**src/rtl/supply_supervisor_regs.vh**
```
// timing constants and control-field positions for the supply supervisor
// assumes a 250 MHz core clock (4 ns period)
`ifndef SUPPLY_SUPERVISOR_REGS_VH
`define SUPPLY_SUPERVISOR_REGS_VH

`define CLK_PERIOD_PS        32'd4000
// settling / masking times in ns, as printed
`define SLOW_SETTLE_NS       32'd150000
`define FAST_SETTLE_NS       32'd2000
`define SUBCLK_FAST_NS       32'd6000
// derived cycle counts (longest times round down, least round up)
`define SLOW_SETTLE_CYC      ((`SLOW_SETTLE_NS * 32'd1000) / `CLK_PERIOD_PS)
`define FAST_SETTLE_CYC      ((`FAST_SETTLE_NS * 32'd1000 + `CLK_PERIOD_PS - 32'd1) / `CLK_PERIOD_PS)
`define SUBCLK_FAST_CYC      ((`SUBCLK_FAST_NS * 32'd1000) / `CLK_PERIOD_PS)

// per-side control word bit positions
`define CTL_SUP_EN           0
`define CTL_SUP_FP           1
`define CTL_SUP_KEEP         2
`define CTL_MON_EN           3
`define CTL_MON_FP           4
`define CTL_AUTO             5
`define CTL_WIDTH            6
`define CTL_RESET            6'h01

// unit state codes
`define ST_OFF               2'h0
`define ST_NORMAL            2'h1
`define ST_FULL              2'h2

`endif

```
**src/rtl/supply_supervisor_wakeup_ctrl.v**
```verilog
// supply supervisor/monitor state, settling delays and wake-up masking
// control words and sleep-entry/clear events come from same-clock logic;
// the wake interrupt arrives asynchronously and is synchronised here
`include "supply_supervisor_regs.vh"

// Functional notes
// - slow low side masks processor 150 us on wake from sleep three/four.
// - masking is 2 us when low side disabled/full perf and clock fast.
// - subsystem clock from oscillator is never masked; fast up to 6 us. (code: only after mode code 3, not code 2)
// - full-performance low side settles in 2 us; core raise then resets.
// - normal low side settles in 150 us; software selects it first.
// - each low unit: fast wake if off/full, slow 150 us if normal.
// - supervisor sleep state by manual/auto control and keep/full bits.
// - monitor sleep state: manual keeps, auto drops one level.
// - each control write starts settling; per-side delay flag until done.
// - interrupt within 1 us of sleep entry may be lost when affected.
// - fault needs fast/off low side and high side normal-to-off.
module supply_supervisor_wakeup_ctrl #(
  parameter        CW             = 18,
  parameter [31:0] SLOW_CYC       = `SLOW_SETTLE_CYC,
  parameter [31:0] FAST_CYC       = `FAST_SETTLE_CYC,
  parameter [31:0] SUBCLK_CYC     = `SUBCLK_FAST_CYC,
  parameter [31:0] LOSS_CYC       = 32'd250
) (
  input  wire                  clk_in,
  input  wire                  resetn_in,
  input  wire [`CTL_WIDTH-1:0] low_side_supervisor_ctrl_in,
  input  wire                  low_ctrl_write_in,
  input  wire [`CTL_WIDTH-1:0] high_side_supervisor_ctrl_in,
  input  wire                  high_ctrl_write_in,
  input  wire                  core_level_raise_in,
  input  wire                  main_clock_fast_in,
  input  wire                  subsystem_clock_on_osc_in,
  input  wire [1:0]            sleep_mode_req_in,
  input  wire                  sleep_enter_in,
  input  wire                  wake_irq_in,
  input  wire                  soft_power_up_clear_in,
  output reg                   low_side_delay_flag_out,
  output reg                   high_side_delay_flag_out,
  output reg                   cpu_hold_out,
  output reg                   in_deep_sleep_out,
  output reg                   subsystem_clock_fast_out,
  output reg                   core_level_reset_out,
  output reg                   config_affected_out,
  output reg                   wake_lost_out,
  output reg [1:0]             low_sup_state_out,
  output reg [1:0]             low_mon_state_out,
  output reg [1:0]             high_sup_state_out,
  output reg [1:0]             high_mon_state_out
);
  localparam [1:0] S_ACTIVE = 2'h0;
  localparam [1:0] S_SLEEP  = 2'h1;
  localparam [1:0] S_MASK   = 2'h2;
  localparam [1:0] S_STUCK  = 2'h3;

  // supervisor state in sleep (active when awake)
  function [1:0] sup_state;
    input [`CTL_WIDTH-1:0] c;
    input                  asleep;
    begin
      if (!c[`CTL_SUP_EN])
        sup_state = `ST_OFF;
      else if (!asleep)
        sup_state = c[`CTL_SUP_FP] ? `ST_FULL : `ST_NORMAL;
      else if (c[`CTL_AUTO])
        sup_state = (c[`CTL_SUP_KEEP] && c[`CTL_SUP_FP]) ?
                    `ST_NORMAL : `ST_OFF;
      else if (!c[`CTL_SUP_KEEP])
        sup_state = `ST_OFF;
      else
        sup_state = c[`CTL_SUP_FP] ? `ST_FULL : `ST_NORMAL;
    end
  endfunction

  // monitor state in sleep (active when awake)
  function [1:0] mon_state;
    input [`CTL_WIDTH-1:0] c;
    input                  asleep;
    begin
      if (!c[`CTL_MON_EN])
        mon_state = `ST_OFF;
      else if (asleep && c[`CTL_AUTO])
        mon_state = c[`CTL_MON_FP] ? `ST_NORMAL : `ST_OFF;
      else
        mon_state = c[`CTL_MON_FP] ? `ST_FULL : `ST_NORMAL;
    end
  endfunction

  reg [`CTL_WIDTH-1:0] low_ctl;
  reg [`CTL_WIDTH-1:0] high_ctl;
  reg [1:0]            state;
  reg [1:0]            sleep_mode;
  reg                  irq_meta;
  reg                  irq_sync;
  reg [CW-1:0]         mask_left;
  reg [CW-1:0]         sub_left;
  reg [CW-1:0]         since_entry;
  reg                  skipped_settle;
  reg                  raise_pending;

  wire low_busy;
  wire high_busy;

  // per-unit fast wake: off or full performance
  wire low_sup_fast = !low_ctl[`CTL_SUP_EN] || low_ctl[`CTL_SUP_FP];
  wire low_mon_fast = !low_ctl[`CTL_MON_EN] || low_ctl[`CTL_MON_FP];
  wire any_low_fast = low_sup_fast || low_mon_fast;
  // short_mask needs both low units fast and clock fast; both fast with a slow clock also masks short
  wire short_mask   = low_sup_fast && low_mon_fast && main_clock_fast_in;
  wire mode_34      = sleep_mode != 2'h2;
  // high side goes normal to off on sleep entry
  wire high_sup_hit = high_ctl[`CTL_SUP_EN] && !high_ctl[`CTL_SUP_FP] &&
                      (!high_ctl[`CTL_SUP_KEEP] || high_ctl[`CTL_AUTO]);
  wire high_mon_hit = high_ctl[`CTL_MON_EN] && !high_ctl[`CTL_MON_FP] &&
                      high_ctl[`CTL_AUTO];
  wire affected     = any_low_fast && (high_sup_hit || high_mon_hit);
  wire settle_load_low  = low_ctrl_write_in;
  wire settle_load_high = high_ctrl_write_in;
  // settle time follows the newly written low-side performance
  wire [CW-1:0] low_settle = low_side_supervisor_ctrl_in[`CTL_SUP_FP] ?
                             FAST_CYC[CW-1:0] : SLOW_CYC[CW-1:0];
  wire [CW-1:0] high_settle = high_side_supervisor_ctrl_in[`CTL_SUP_FP] ?
                              FAST_CYC[CW-1:0] : SLOW_CYC[CW-1:0];
  wire entry_window = since_entry < LOSS_CYC[CW-1:0];
  wire swallow      = irq_sync && entry_window && (affected || skipped_settle);

  // each control write restarts its side's settling delay
  settle_timer #(.W(CW)) u_low_settle (
    .clk_in    (clk_in),
    .resetn_in (resetn_in),
    .load_in   (settle_load_low),
    .count_in  (low_settle),
    .busy_out  (low_busy)
  );

  settle_timer #(.W(CW)) u_high_settle (
    .clk_in    (clk_in),
    .resetn_in (resetn_in),
    .load_in   (settle_load_high),
    .count_in  (high_settle),
    .busy_out  (high_busy)
  );

  // two-flop synchroniser for the asynchronous wake interrupt
  always @(posedge clk_in or negedge resetn_in) begin
    if (!resetn_in) begin
      irq_meta <= 1'b0;
      irq_sync <= 1'b0;
    end else begin
      irq_meta <= wake_irq_in;
      irq_sync <= irq_meta;
    end
  end

  // control registers captured on write strobes
  always @(posedge clk_in or negedge resetn_in) begin
    if (!resetn_in) begin
      low_ctl  <= `CTL_RESET;
      high_ctl <= `CTL_RESET;
    end else begin
      if (low_ctrl_write_in)
        low_ctl <= low_side_supervisor_ctrl_in;
      if (high_ctrl_write_in)
        high_ctl <= high_side_supervisor_ctrl_in;
    end
  end

  // sleep / wake sequencer with processor masking
  always @(posedge clk_in or negedge resetn_in) begin
    if (!resetn_in) begin
      state          <= S_ACTIVE;
      sleep_mode     <= 2'h0;
      mask_left      <= {CW{1'b0}};
      since_entry    <= {CW{1'b0}};
      skipped_settle <= 1'b0;
      wake_lost_out  <= 1'b0;
    end else begin
      case (state)
        S_ACTIVE: begin
          if (sleep_enter_in && sleep_mode_req_in >= 2'h2) begin
            state          <= S_SLEEP;
            sleep_mode     <= sleep_mode_req_in;
            since_entry    <= {CW{1'b0}};
            skipped_settle <= low_busy || high_busy;
          end
        end
        S_SLEEP: begin
          if (entry_window)
            since_entry <= since_entry + {{(CW-1){1'b0}}, 1'b1};
          // early interrupt in affected setup is swallowed
          if (swallow) begin
            state         <= S_STUCK;
            wake_lost_out <= 1'b1;
          end else if (irq_sync) begin
            // masking begins on the wake event
            state <= S_MASK;
            if (short_mask)
              mask_left <= FAST_CYC[CW-1:0];
            else if (low_sup_fast && low_mon_fast)
              mask_left <= FAST_CYC[CW-1:0];
            else
              mask_left <= SLOW_CYC[CW-1:0];
          end
        end
        S_MASK: begin
          if (mask_left > {{(CW-1){1'b0}}, 1'b1})
            mask_left <= mask_left - {{(CW-1){1'b0}}, 1'b1};
          else begin
            mask_left <= {CW{1'b0}};
            state     <= S_ACTIVE;
          end
        end
        S_STUCK: begin
          // only a soft power-up clear recovers
          if (soft_power_up_clear_in) begin
            state         <= S_ACTIVE;
            wake_lost_out <= 1'b0;
          end
        end
        default: state <= S_ACTIVE;
      endcase
    end
  end

  // subsystem clock runs unmasked and fast after sleep with mode code 3 only, not code 2
  always @(posedge clk_in or negedge resetn_in) begin
    if (!resetn_in) begin
      sub_left                 <= {CW{1'b0}};
      subsystem_clock_fast_out <= 1'b0;
    end else if (state == S_SLEEP && irq_sync && !swallow && mode_34 &&
                 subsystem_clock_on_osc_in) begin
      sub_left                 <= SUBCLK_CYC[CW-1:0];
      subsystem_clock_fast_out <= 1'b1;
    end else if (sub_left > {{(CW-1){1'b0}}, 1'b1}) begin
      sub_left <= sub_left - {{(CW-1){1'b0}}, 1'b1};
    end else begin
      sub_left                 <= {CW{1'b0}};
      subsystem_clock_fast_out <= 1'b0;
    end
  end

  // core raise with low supervisor enabled in full performance leads to reset
  always @(posedge clk_in or negedge resetn_in) begin
    if (!resetn_in) begin
      raise_pending        <= 1'b0;
      core_level_reset_out <= 1'b0;
    end else begin
      if (core_level_raise_in)
        raise_pending <= low_ctl[`CTL_SUP_EN] && low_ctl[`CTL_SUP_FP];
      else
        raise_pending <= 1'b0;
      core_level_reset_out <= raise_pending;
    end
  end

  // registered status outputs; state bit 0 marks sleep or stuck
  always @(posedge clk_in or negedge resetn_in) begin
    if (!resetn_in) begin
      low_side_delay_flag_out  <= 1'b0;
      high_side_delay_flag_out <= 1'b0;
      cpu_hold_out             <= 1'b0;
      in_deep_sleep_out        <= 1'b0;
      config_affected_out      <= 1'b0;
      low_sup_state_out        <= `ST_OFF;
      low_mon_state_out        <= `ST_OFF;
      high_sup_state_out       <= `ST_OFF;
      high_mon_state_out       <= `ST_OFF;
    end else begin
      low_side_delay_flag_out  <= low_busy;
      high_side_delay_flag_out <= high_busy;
      cpu_hold_out             <= state != S_ACTIVE;
      in_deep_sleep_out        <= state == S_SLEEP || state == S_STUCK;
      config_affected_out      <= affected;
      low_sup_state_out  <= sup_state(low_ctl, state[0]);
      high_sup_state_out <= sup_state(high_ctl, state[0]);
      low_mon_state_out  <= mon_state(low_ctl, state[0]);
      high_mon_state_out <= mon_state(high_ctl, state[0]);
    end
  end
endmodule

```
**src/rtl/settle_timer.v**
```verilog
// loadable down-counter used for the per-side settling delays
// load pulse comes from logic on the same clock
module settle_timer #(
  parameter W = 16
) (
  input  wire         clk_in,
  input  wire         resetn_in,
  input  wire         load_in,
  input  wire [W-1:0] count_in,
  output reg          busy_out
);
  reg [W-1:0] remain;

  // reload wins over countdown; busy clears on reaching zero
  always @(posedge clk_in or negedge resetn_in) begin
    if (!resetn_in) begin
      remain   <= {W{1'b0}};
      busy_out <= 1'b0;
    end else if (load_in) begin
      remain   <= count_in;
      busy_out <= 1'b1;
    end else if (remain > {{(W-1){1'b0}}, 1'b1}) begin
      remain <= remain - {{(W-1){1'b0}}, 1'b1};
    end else begin
      remain   <= {W{1'b0}};
      busy_out <= 1'b0;
    end
  end
endmodule

```
**config.mk**
```make
export PLATFORM = sky130hd
export DESIGN_NAME = supply_supervisor_wakeup_ctrl
export DESIGN_NICKNAME = d
export VERILOG_FILES = /design/src/rtl/supply_supervisor_wakeup_ctrl.v /design/src/rtl/settle_timer.v
export VERILOG_INCLUDE_DIRS = /design/src /design/src/rtl
export SDC_FILE = /design/constraint.sdc
export NUM_CORES = 1
export LEC_CHECK = 0
export BUFFER_PORTS_ARGS = -buffer_cell sky130_fd_sc_hd__clkbuf_2
export CAP_MARGIN = 40
export CORE_ASPECT_RATIO = 2
export CORE_MARGIN = 2
export CORE_UTILIZATION = 45
export DETAILED_ROUTE_END_ITERATION = 12
export GPL_TIMING_DRIVEN = 0
export PLACE_DENSITY = 0.64
export SLEW_MARGIN = 20
export SYNTH_ARGS = -nofsm -noshare
export SYNTH_HDL_FRONTEND = slang
export SYNTH_HIERARCHICAL = 1
export SYNTH_SLANG_ARGS = --single-unit
```
**constraint.sdc**
```tcl
create_clock -name clk_in -period 2.4 [get_ports clk_in]
set_input_delay 0.48 -clock clk_in [delete_from_list [all_inputs] [get_ports clk_in]]
set_output_delay 0.48 -clock clk_in [all_outputs]
set_load 0.01 [all_outputs]
```
Yosys cells after proc, flatten, opt, wreduce, memory -nomap -nowiden

Cells that the tools add are included.

$add $sub $neg: 5
$lt $le $gt $ge: 6
Equality and inequality tests: 15
Muxes and demuxes: 53
Reduce and logical (&&, ||, !) cells: 43

Operator list:

| operator                                                                         | count |
|---|---|
| 18-bit two-way mux                                                               | 11 |
| 18-bit by 1-bit greater-than comparator with 1-bit output, second input constant | 4 |
| 18-bit case mux with 2 select lines                                              | 2 |
| 18-bit by 1-bit subtractor with 18-bit output, second input constant             | 4 |
| 16-bit two-way mux                                                               | 4 |
| 2-bit two-way mux                                                                | 21 |
| 2-bit != test, second input constant                                             | 11 |
| 1-bit logical AND                                                                | 19 |
| 18-bit by 1-bit adder with 18-bit output, second input constant                  | 1 |
| 18-bit by 8-bit < comparator with 1-bit output, second input constant            | 1 |
| 1-bit two-way mux                                                                | 13 |
| 3-bit AND reduction                                                              | 3 |
| 1-bit logical OR                                                                 | 8 |
| 2-bit case mux with 4 select lines                                               | 1 |
| 2-bit nonzero test                                                               | 4 |
| 1-bit zero test                                                                  | 6 |
| 2-bit == test, second input constant                                             | 2 |
| 4-bit AND reduction                                                              | 1 |
| 3-bit != test, second input constant                                             | 1 |
| 2-bit by 1-bit == test with 1-bit output, second input constant                  | 1 |
| 2-bit greater-or-equal comparator, second input constant                         | 1 |
| 2-bit zero test                                                                  | 1 |
| 1-bit case mux with 2 select lines                                               | 1 |
| 2-bit AND reduction                                                              | 1 |

Bits in registers: 128
Input port bits: 24
Logic and storage cells: 149

Logic depth before layout (Yosys ltp)

Gate-level depths: netlist of run 1.

Word-level depth: 12
Depth in mapped cells: 10
Gate-level depth less buffers: 8

By module

The synthesis of run 1 kept the hierarchy.

By module, submodules not included:

| module                        | times used | cells an instance | area an instance (µm²) | sequential area each (µm²) |
|---|---|---|---|---|
| supply_supervisor_wakeup_ctrl | 1          | 390               | 4052.6                 | 2254.7 |
| settle_timer at u_high_settle | 1          | 122               | 1161.1                 | 475.5 |
| settle_timer at u_low_settle  | 1          | 113               | 1113.6                 | 475.5 |

Worst setup path after synthesis of run 1

Ideal clock, no wire load.

Path kind: reg-to-reg
Start: register since_entry[16]
End: register since_entry[5]
Setup time: 77 ps
Data arrival time: 2032 ps
Slack: 291 ps
Stages on the path, launching flop included: 8
Buffers on the path: 1
Cells stage by stage: dfrtp_1 or4_4 nor4_4 and4bb_1 buf_6 o2111ai_4 or3_1 a21oi_1

Word-level cells in the longest chain between the ends: 3

RTL lines:

| what                                           | line                                | text |
|---|---|---|
| start, declared                                | supply_supervisor_wakeup_ctrl.v:97  | `reg [CW-1:0] since_entry;` |
| start signal, assigned                         | supply_supervisor_wakeup_ctrl.v:174 | `since_entry <= {CW{1'b0}};` |
| start signal, assigned                         | supply_supervisor_wakeup_ctrl.v:183 | `since_entry <= {CW{1'b0}};` |
| start signal, assigned                         | supply_supervisor_wakeup_ctrl.v:189 | `since_entry <= since_entry + {{(CW-1){1'b0}}, 1'b1};` |
| 18-bit by 8-bit < comparator with 1-bit output | supply_supervisor_wakeup_ctrl.v:124 | `wire entry_window = since_entry < LOSS_CYC[CW-1:0];` |
| 2-bit != test (no line)                        | n/a                                 |  |
| 3-bit AND reduction (no line)                  | n/a                                 |  |

Every way passes these cells.
A chain may end at the register's enable or synchronous reset.

Worst setup path after layout of run 1

Same ends and word-level chain as after synthesis.

==> results.py, run 1 <==
metrics = {
    "finish": {
        "area_growth_pct": 21.5,
        "final_nets": 749,
        "fin_util_pct": 55.6,
        "fillerInstances": 1191,
        "antenna_cells": 0,
        "multi_input_area_um2": 3080,
        "regArea_um2": 3210,
        "layout-drive-gt1-share_pct": 19.9,
    },
    "status": {
        "status": "completed",
    },
    "timing": {
        "fin_ws_ps": 40.4,
        "maxSlewHeadroom_pct": 55.8,
        "fin_crit_ps": 2360,
        "finalSetupTns_ps": 0,
        "hold_violations": 0,
        "worstMarginPinSlew_ps": 661,
        "setup_viol": 0,
        "fin_crit_sh_pct": 98.3,
        "rsz0062_at_grt": "yes",
        "maxSlewViolCount": 0,
        "clock_skew_ps": 17.3,
        "clock.fmax_mhz": 424,
        "holdWs_ps": 174,
    },
    "drt": {
        "ant_nets": 0,
        "num_vias": 4918,
        "drt-pass1-iter-count": 4,
        "drt_iter0_markers": 281,
        "via_per_inst": 5.37,
        "wl_um": 14400,
        "drc": 0,
        "wl_per_cell_um": 15.7,
    },
    "synth": {
        "synth_edf_count": 0,
        "synthArstFlopShare_pct": 100,
        "synth-xor-area-share_pct": 6.23,
        "synth_area_leaders": "dfrtp_1, nand2_1, xor2_1",
        "avgSynthCellArea_um2": 10.1,
        "yosysWarnings": 6,
        "synth_top_family_by_area": "simple AND/OR/NAND/NOR gates",
        "synth-seq-cells": 128,
        "synth_top_area_cell": "dfrtp_1",
        "synth_fa_ha_area_share_pct": 2.18,
        "synth_mux_area_share_pct": 2.29,
        "synth-compound-area-share_pct": 13.8,
        "synth_top_area_share_pct": 49.8,
        "synth_cells": 625,
        "synth-main-ff-cell": "dfrtp_1",
        "synth_simple_gate_area_share_pct": 21.3,
        "ys_types": 68,
        "yosysSeqAreaShare_pct": 50.7,
        "netlist_area_um2": 6330,
    },
    "power_and_ir_drop": {
        "power.density_nw_per_um2": 961,
        "vdd_drop_max_v": 0.000571,
        "p_total_mw": 7.39,
        "p_leak_nw": 3.33,
    },
    "clocking": {
        "clkSlewWorstSetupHoldPaths_ps": 60,
        "cts-buffers-inserted": 17,
        "clk_latency_ps": 420,
        "cts.sinks": 128,
        "cts_tree": "done",
        "clockBufferDepth": 2,
        "cts_root_buf": "clkbuf_16",
        "htreeDepth": 4,
    },
    "floorplanning": {
        "die_y_um": 172,
        "core_um2": 13800,
        "core.rowCount": 61,
        "ioPinCount": 40,
        "start_util_pct": 45.8,
        "die_area_um2": 15100,
        "die_width_um": 87.8,
    },
    "critical_path": {
        "slowest_delay_ps": 550,
        "startpoint_type": "register",
        "worstPathArrival_ps": 2700,
        "path_buf_inv": 1,
        "r2r-start": "since_entry[16]$_DFFE_PN0P_",
        "crit_family": "simple AND/OR/NAND/NOR gates",
        "crit_chain": "or4_4, nor4_4, and4bb_1, buf_6, o2111ai_4, or3_1, a21oi_1",
        "cp_slowest_cell": "or4_4",
        "critPathLaunch": "since_entry[16]$_DFFE_PN0P_",
        "crit_fanout": 5,
        "crit_type": "reg -> reg",
        "critPathRequiredTime_ps": 2740,
        "critPathCaptureType": "register",
    },
    "placement": {
        "io_buffers": 36,
        "gp_congestion": 0.847,
        "place_worst_setup_slack_ps": -67.1,
        "dpl.hpwl_um": 10200,
    },
    "job": {
        "drv_cap": 0,
    },
    "global_route": {
        "grt_overflow": 0,
        "grt_pass1_wl_um": 23900,
        "grt_pass1_vias": 5173,
        "grt_max_degree": 94,
        "track_usage_pct": 20.2,
        "antenna_found_initial": 0,
    },
    "hold_path": {
        "worstHoldStart": "wake_irq_in",
        "hold_class": "in -> reg",
    },
}
-- per-layer routing --
metal	up-vias	global-route usage, %	wire length, um
met5	-	0	0
met4	0	8.90	369
met3	34	4.22	426
met2	108	37.5	8100
met1	2423	21.3	5490
li1	2353	-	-
-- worst register-to-register path: stages (launching register included) --
cell       delay [ps]
dfrtp_1           370
or4_4             550
nor4_4            360
and4bb_1          280
buf_6             130
o2111ai_4         130
or3_1             330
a21oi_1           140
-- cell type report --
type                    instances  share of cell area (%)
repair buffers                 49                    4.02
clock inverters                13                    2.43
clock buffers                  19                    5.89
flip-flops and latches        128                    41.7
multi-input cells             474                    40.1
inverters                      22                    1.07
well taps                     189                    3.08
plain buffers                  22                    1.68
-- registers in the layout (all words and copies together), names as in the netlist, 2 cells and up --
| signal | flops |
|---|---|
| high_ctl | 6 |
| u_low_settle/remain | 18 |
| low_sup_state_out | 2 |
| high_sup_state_out | 2 |
| state | 2 |
| u_high_settle/remain | 18 |
| high_mon_state_out | 2 |
| mask_left | 18 |
| sub_left | 18 |
| low_mon_state_out | 2 |
| low_ctl | 6 |
| sleep_mode | 2 |
| since_entry | 18 |
-- cells by family (layout without fill, tap and decap cells) --
group,Yosys count,in the layout
buf+inv,45,125
compound gates,124,124
fa+ha+maj,11,11
xor+xnor,45,45
simple gates,257,257
flops,128,128
mux,13,13
other cells,2,24
-- timing repair --
action | 4_1_cts | 5_1_grt
pin swaps | 2 | 3
buffers inserted | 4 | 7
endpoints found under the hold margin | 35 | 0
hold buffers | 1 | 0
resized for setup | 4 | 13
setup endpoints to repair | 22 | 23
-- synth_stat cells, types with 3 or more instances --
cell type	n
dfrtp_1	126
nand2_1	85
nor2_1	57
o21ai_0	36
xor2_1	29
a21oi_1	22
inv_1	22
nor3_1	19
o31ai_1	19
xnor2_1	16
and2_1	15
clkbuf_1	14
mux2_2	12
nand3_1	12
ha_1	11
nor4_1	10
o21ai_2	10
nand4_1	9
and3_1	6
o22a_1	5
or4_1	5
buf_2	4
nand2b_1	4
nand3b_1	4
nor2b_1	4
nor4_4	4
buf_6	3
o211ai_1	3
o21a_1	3
o21ba_2	3
o21bai_1	3
-- path summary, 6_finish.rpt --
kind | end | slack (ps) | depth (start not counted)
min in group asynchronous | sub_left[2]$_DFF_PN0_ | 530 | 2
worst max-delay path | since_entry[5]$_DFFE_PN0P_ | 40 | 7
max in group asynchronous | low_ctl[0]$_DFFE_PN1P_ | 1060 | 3
worst max register to register | since_entry[5]$_DFFE_PN0P_ | 40 | 7
worst min-delay path | irq_meta$_DFF_PN0_ | 170 | 1
worst min register to register | irq_sync$_DFF_PN0_ | 370 | 0
-- through the flow --
stage / cells / cell area [um^2]
after floorplan: 647 / 6410
after global placement: 872 / 6830
after detailed placement: 873 / 6860
after CTS: 909 / 7570
after global routing: 916 / 7690
final: 916 / 7690
-- placed cells by master (no fill, tap or decap), types with 5 or more instances in the layout --
| cell type | instances |
|---|---|
| clkbuf_2 | 35 |
| o21ai_2 | 10 |
| mux2_2 | 12 |
| o31ai_1 | 19 |
| and3_1 | 6 |
| nor3_1 | 19 |
| o22a_1 | 5 |
| xnor2_1 | 16 |
| nor4_4 | 5 |
| or4_1 | 5 |
| nand2_1 | 85 |
| xor2_1 | 29 |
| buf_4 | 12 |
| nor2_1 | 57 |
| ha_1 | 11 |
| clkbuf_1 | 13 |
| nand4_1 | 9 |
| nor4_1 | 7 |
| inv_1 | 22 |
| clkbuf_16 | 17 |
| nand3_1 | 12 |
| dfrtp_1 | 126 |
| conb_1 | 24 |
| a21oi_1 | 22 |
| and2_1 | 15 |
| o21ai_0 | 35 |
-- power by group --
part | switching [mW] | leakage [nW] | internal [mW] | total, mW
Sequential | 0.414 | 1.56 | 2.52 | 2.93
Combinational | 0.973 | 1.46 | 0.726 | 1.70
Clock | 0.964 | 0.301 | 1.79 | 2.76
Note: power is estimated with default switching activity, not from simulation.
==> run 2, diff against run 1 <==
--- a/config.mk
+++ b/config.mk
@@ -8,7 +8,7 @@
 export LEC_CHECK = 0
 export BUFFER_PORTS_ARGS = -buffer_cell sky130_fd_sc_hd__clkbuf_2
 export CAP_MARGIN = 40
-export CORE_ASPECT_RATIO = 2
+export CORE_ASPECT_RATIO = 0.75
 export CORE_MARGIN = 2
 export CORE_UTILIZATION = 45
 export DETAILED_ROUTE_END_ITERATION = 12
@@ -19,3 +19,4 @@
 export SYNTH_HDL_FRONTEND = slang
 export SYNTH_HIERARCHICAL = 1
 export SYNTH_SLANG_ARGS = --single-unit
+export TNS_END_PERCENT = 5
==> run 2 against run 1 <==
  * Combinational power is 5% lower
  * Cell count is 2.4% lower
  * Critical path depth stayed put
  * Sequential share of layout area is 1.0 points higher
  * Worst setup slack better by 75 ps
  * Sequential cell count stayed put
  * Critical endpoint unchanged
  * First-iteration DRC count is 13% higher
  * Count of clock-buffer cells in the layout is 3 higher
  * Register-to-register slack better by 70 ps
==> results.py, run 2 (synthesized netlist as in run 1, its figures left out) <==
metrics = {
    "global_route": {
        "track_usage_pct": 18.8,
        "grt_overflow": 0,
        "grt_pass1_vias": 4618,
        "antenna_found_initial": 0,
        "grt_pass1_wl_um": 22700,
        "grt_max_degree": 92,
    },
    "job": {
        "drv_cap": 0,
    },
    "critical_path": {
        "r2r_cells": 7,
        "crit_chain": "or4_4, nor4_4, and4bb_1, buf_6, o2111ai_4, or3_4, a21oi_2",
        "cp_slowest_cell": "or4_4",
        "regToRegSetupSlack_ps": 120,
        "r2r-end": "since_entry[5]$_DFFE_PN0P_",
        "slowest_delay_ps": 540,
        "critPathCaptureType": "register",
        "worstPathArrival_ps": 2630,
        "r2r-start": "since_entry[17]$_DFFE_PN0P_",
        "startpoint_type": "register",
        "crit_fanout": 4,
        "critPathRequiredTime_ps": 2740,
        "crit_type": "reg -> reg",
    },
    "finish": {
        "area_growth_pct": 18.6,
        "final_nets": 741,
        "final_cell_count_no_fill": 894,
        "antenna_cells": 0,
        "fillerInstances": 1211,
        "mostFrequentLayoutCell": "dfrtp_1",
        "final_cell_mix": "dfrtp_1, nand2_1, nor2_1",
        "layout-drive-gt1-share_pct": 18.5,
        "fin_area_um2": 7500,
    },
    "floorplanning": {
        "die_area_um2": 15000,
        "ioPinCount": 40,
        "die_width_um": 141,
        "core.rowCount": 37,
        "core_um2": 13700,
        "die_y_um": 107,
        "start_util_pct": 46.0,
    },
    "timing": {
        "fin_crit_ps": 2280,
        "clock.fmax_mhz": 438,
        "setup_viol": 0,
        "maxSlewHeadroom_pct": 47.4,
        "rsz0062_at_grt": "no",
        "clock_skew_ps": 13.4,
        "worstMarginPinSlew_ps": 781,
        "holdWs_ps": 179,
        "maxSlewViolCount": 0,
        "hold_violations": 0,
        "fin_crit_sh_pct": 95.2,
    },
    "hold_path": {
        "hold_class": "in -> reg",
        "whs_endpoint": "irq_meta$_DFF_PN0_",
        "worstHoldStart": "wake_irq_in",
        "min_path_cells": 1,
    },
    "drt": {
        "drt_iter0_markers": 318,
        "drc": 0,
        "drt-pass1-iter-count": 4,
        "num_vias": 4727,
        "ant_nets": 0,
        "via_per_inst": 5.29,
        "wl_per_cell_um": 15.1,
        "wl_um": 13500,
    },
    "clocking": {
        "cts_tree": "done",
        "cts_root_buf": "clkbuf_16",
        "cts.sinks": 128,
        "cts-buffers-inserted": 17,
        "clkSlewWorstSetupHoldPaths_ps": 60,
        "clockBufferDepth": 2,
        "htreeDepth": 4,
        "clk_latency_ps": 420,
    },
    "placement": {
        "dpl.hpwl_um": 9100,
        "gp_congestion": 0.816,
        "dp_cells": 859,
        "io_buffers": 36,
        "placed_cell_area_um2": 6850,
    },
    "power_and_ir_drop": {
        "p_leak_nw": 3.25,
        "vdd_drop_max_v": 0.000558,
        "power.density_nw_per_um2": 922,
    },
    "status": {
        "status": "completed",
    },
}
## run 2: repair_timing
| item | CTS | global route |
|---|---|---|
| endpoints found under the setup margin | 20 | 20 |
| pin swaps | 1 | 2 |
| gates cloned | 0 | 0 |
| hold buffers | 1 | 0 |
| hold endpoints to repair | 37 | 0 |
| gates resized for setup | 3 | 11 |
| setup buffers | 2 | 1 |
## run 2: report_power, final
group,switching (mW),total (mW),internal (mW)
registers,0.389,2.91,2.52
clock network,0.922,2.39,1.47
logic,0.946,1.62,0.670
total,2.26,6.92,4.66
## run 2: metrics by stage
step,setup TNS [ps],setup slack (ps),utilization [%],power (mW)
4_1_cts,0,17.1,54.2,6.92
2_1_floorplan,0,291,-,3.97
3_5_place_dp,-471,-71.5,49.8,4.44
6_report,0,115,54.6,6.92
5_1_grt,0,0.0324,54.6,7.31
3_3_place_gp,-145610,-1160,49.5,4.36
## run 2: area by class of cell
cell class	count	area [um^2]	area share (%)
Sequential cell	128	3210	42.7
Timing Repair Buffer	41	249	3.32
Inverter	22	82.6	1.10
Buffer	22	129	1.72
Tap cell	175	219	2.92
Clock inverter	10	88.8	1.18
Clock buffer	22	464	6.19
Multi-Input combinational cell	474	3070	40.9
## run 2: metal layers
layer | vias up | wire, um | track usage, % | share of wire, %
met5 | - | 0 | 0 | 0
met4 | 0 | 193 | 7.14 | 1.4
met3 | 15 | 458 | 3.71 | 3.4
met2 | 62 | 6040 | 28.1 | 45
met1 | 2312 | 6800 | 27.3 | 50
li1 | 2338 | - | - | -
## run 2: critical path, delay by kind of cell, from the launching register on
kind                   cells  cell delay (ps)
AOI/OAI and AO/OA          2              270
buffers and inverters      1              110
DFF                        1              370
and+or+nand+nor            4             1460
## run 2: worst max path at each step
stage | startpoint | to | slack [ps]
finish | since_entry[17]$_DFFE_PN0P_ | since_entry[5]$_DFFE_PN0P_ | 120
global placement | resetn_in | mask_left[0]$_DFFE_PN0P_ | -1160
detailed placement | high_ctl[4]$_DFFE_PN0P_ | mask_left[16]$_DFFE_PN0P_ | -70
CTS | low_ctl[0]$_DFFE_PN1P_ | sub_left[14]$_DFF_PN0_ | 20
global route | since_entry[17]$_DFFE_PN0P_ | since_entry[5]$_DFFE_PN0P_ | 0.03
floorplan | since_entry[16]$_DFFE_PN0P_ | since_entry[5]$_DFFE_PN0P_ | 290
==> run 3, diff against run 2 <==
--- a/config.mk
+++ b/config.mk
@@ -14,7 +14,8 @@
 export DETAILED_ROUTE_END_ITERATION = 12
 export GPL_TIMING_DRIVEN = 0
 export PLACE_DENSITY = 0.64
-export SLEW_MARGIN = 20
+export RECOVER_POWER = 25
+export SLEW_MARGIN = 25
 export SYNTH_ARGS = -nofsm -noshare
 export SYNTH_HDL_FRONTEND = slang
 export SYNTH_HIERARCHICAL = 1
==> run 3 against run 2 <==
  * Combinational power about the same
  * Clock skew fell by 0.63 ps
  * Non-clock buffer count is 1 lower
  * Sequential share of layout area is 0.15 points lower
  * Critical path depth unchanged
  * Total power increased by 3.7%
  * Via count is 1.0% higher
  * Sequential cell count did not move
  * Worst setup slack got worse by 36 ps
  * Die area did not move
  * Highest routed layer unchanged
  * First-iteration DRC count rose by 0.31%
  * Critical path type unchanged
  * Maximum frequency is 1.6% lower
  * Critical endpoint unchanged
==> results.py, run 3 (synthesized netlist as in run 1, its figures left out) <==
metrics = {
    "timing": {
        "rsz0062_at_grt": "yes",
        "clock.fmax_mhz": 431,
        "fin_crit_sh_pct": 96.7,
        "fin_crit_ps": 2320,
        "worstMarginPinSlew_ps": 1000,
        "setup_viol": 0,
        "finalSetupTns_ps": 0,
        "clock_skew_ps": 12.8,
        "holdWs_ps": 186,
        "hold_violations": 0,
        "maxSlewHeadroom_pct": 33.0,
        "maxSlewViolCount": 0,
    },
    "drt": {
        "drt-pass1-iter-count": 4,
        "wl_um": 13400,
        "num_vias": 4775,
        "ant_nets": 0,
        "via_per_inst": 5.35,
        "drt_iter0_markers": 319,
        "drc": 0,
        "wl_per_cell_um": 15.0,
    },
    "status": {
        "status": "completed",
    },
    "critical_path": {
        "crit_fanout": 7,
        "critPathCaptureType": "register",
        "critPathRequiredTime_ps": 2730,
        "startpoint_type": "register",
        "crit_type": "reg -> reg",
        "worstPathArrival_ps": 2650,
        "regToRegSetupSlack_ps": 80,
    },
    "floorplanning": {
        "die_width_um": 141,
        "core_um2": 13700,
        "die_y_um": 107,
        "start_util_pct": 46.0,
        "core.rowCount": 37,
        "die_area_um2": 15000,
        "ioPinCount": 40,
    },
    "clocking": {
        "clockBufferDepth": 2,
        "cts-buffers-inserted": 17,
        "clkSlewWorstSetupHoldPaths_ps": 60,
        "clk_latency_ps": 410,
        "cts_root_buf": "clkbuf_16",
        "cts.sinks": 128,
        "htreeDepth": 4,
        "cts_tree": "done",
    },
    "global_route": {
        "grt_overflow": 0,
        "grt_pass1_vias": 4638,
        "track_usage_pct": 18.7,
        "grt_pass1_wl_um": 22500,
        "grt_max_degree": 90,
        "antenna_found_initial": 0,
    },
    "finish": {
        "final_cell_mix": "dfrtp_1, nand2_1, nor2_1",
        "regArea_um2": 3210,
        "final_nets": 740,
        "area_growth_pct": 19.0,
        "layout-drive-gt1-share_pct": 18.4,
        "multi_input_area_um2": 3060,
        "fillerInstances": 1213,
        "mostFrequentLayoutCell": "dfrtp_1",
        "antenna_cells": 0,
        "fin_util_pct": 54.8,
    },
    "power_and_ir_drop": {
        "p_leak_nw": 3.27,
        "power.density_nw_per_um2": 953,
        "vdd_drop_max_v": 0.000592,
    },
    "job": {
        "drv_cap": 0,
    },
    "placement": {
        "gp_congestion": 0.816,
        "dpl.hpwl_um": 9060,
        "io_buffers": 36,
    },
    "hold_path": {
        "hold_class": "in -> reg",
    },
}
run 3: final timing paths:
check | startpoint | depth (start not counted) | end
max | since_entry[16]$_DFFE_PN0P_ | 7 | since_entry[5]$_DFFE_PN0P_
min | wake_irq_in | 1 | irq_meta$_DFF_PN0_
max reg2reg | since_entry[16]$_DFFE_PN0P_ | 7 | since_entry[5]$_DFFE_PN0P_
min reg2reg | raise_pending$_DFF_PN0_ | 0 | core_level_reset_out$_DFF_PN0_
max in group asynchronous | resetn_in | 3 | sleep_mode[0]$_DFFE_PN0P_
min in group asynchronous | resetn_in | 2 | u_high_settle/remain[1]$_DFF_PN0_
run 3: metrics by stage:
step | instance area, um^2 | worst slack (ps) | power [mW] | instances
2_1_floorplan | 6410 | 291 | 3.97 | 647
3_3_place_gp | 6810 | -1160 | 4.36 | 858
3_5_place_dp | 6850 | -83.3 | 4.44 | 859
4_1_cts | 7490 | -27.7 | 7.14 | 894
5_1_grt | 7530 | -62.5 | 7.56 | 893
6_report | 7530 | 78.8 | 7.17 | 893
run 3: cell type report:
type / instances / share of cell area, %
flip-flops and latches: 128 / 42.6
well taps: 175 / 2.91
multi-input cells: 474 / 40.7
repair buffers: 40 / 2.87
inverters: 22 / 1.10
clock inverters: 12 / 2.11
clock buffers: 20 / 6.07
plain buffers: 22 / 1.71
run 3: repair_timing:
action	4_1_cts	5_1_grt
hold buffers	1	0
pin swaps	1	0
buffers inserted	2	0
resized for setup	0	12
hold endpoints to repair	31	0
endpoints found under the setup margin	20	26
run 3: critical path, stage by stage (launching register included):
cell and delay [ps]:
dfrtp_1 370, or4_4 550, nor4_4 290, and4bb_1 260, buf_6 140, o2111ai_4 130, or3_1 350, a21oi_1 150
run 3: metal layers:
layer / GRT usage, % / vias to the layer above / routed length [um]
li1: - / 2343 / -
met1: 26.8 / 2355 / 6820
met2: 28.2 / 65 / 6060
met3: 3.97 / 12 / 380
met4: 6.57 / 0 / 156
met5: 0 / - / 0
run 3: power by group:
part / switching, mW / internal [mW] / total [mW]
clock: 0.970 / 1.69 / 2.66
sequential: 0.397 / 2.52 / 2.91
combinational: 0.934 / 0.660 / 1.59
total: 2.30 / 4.87 / 7.17
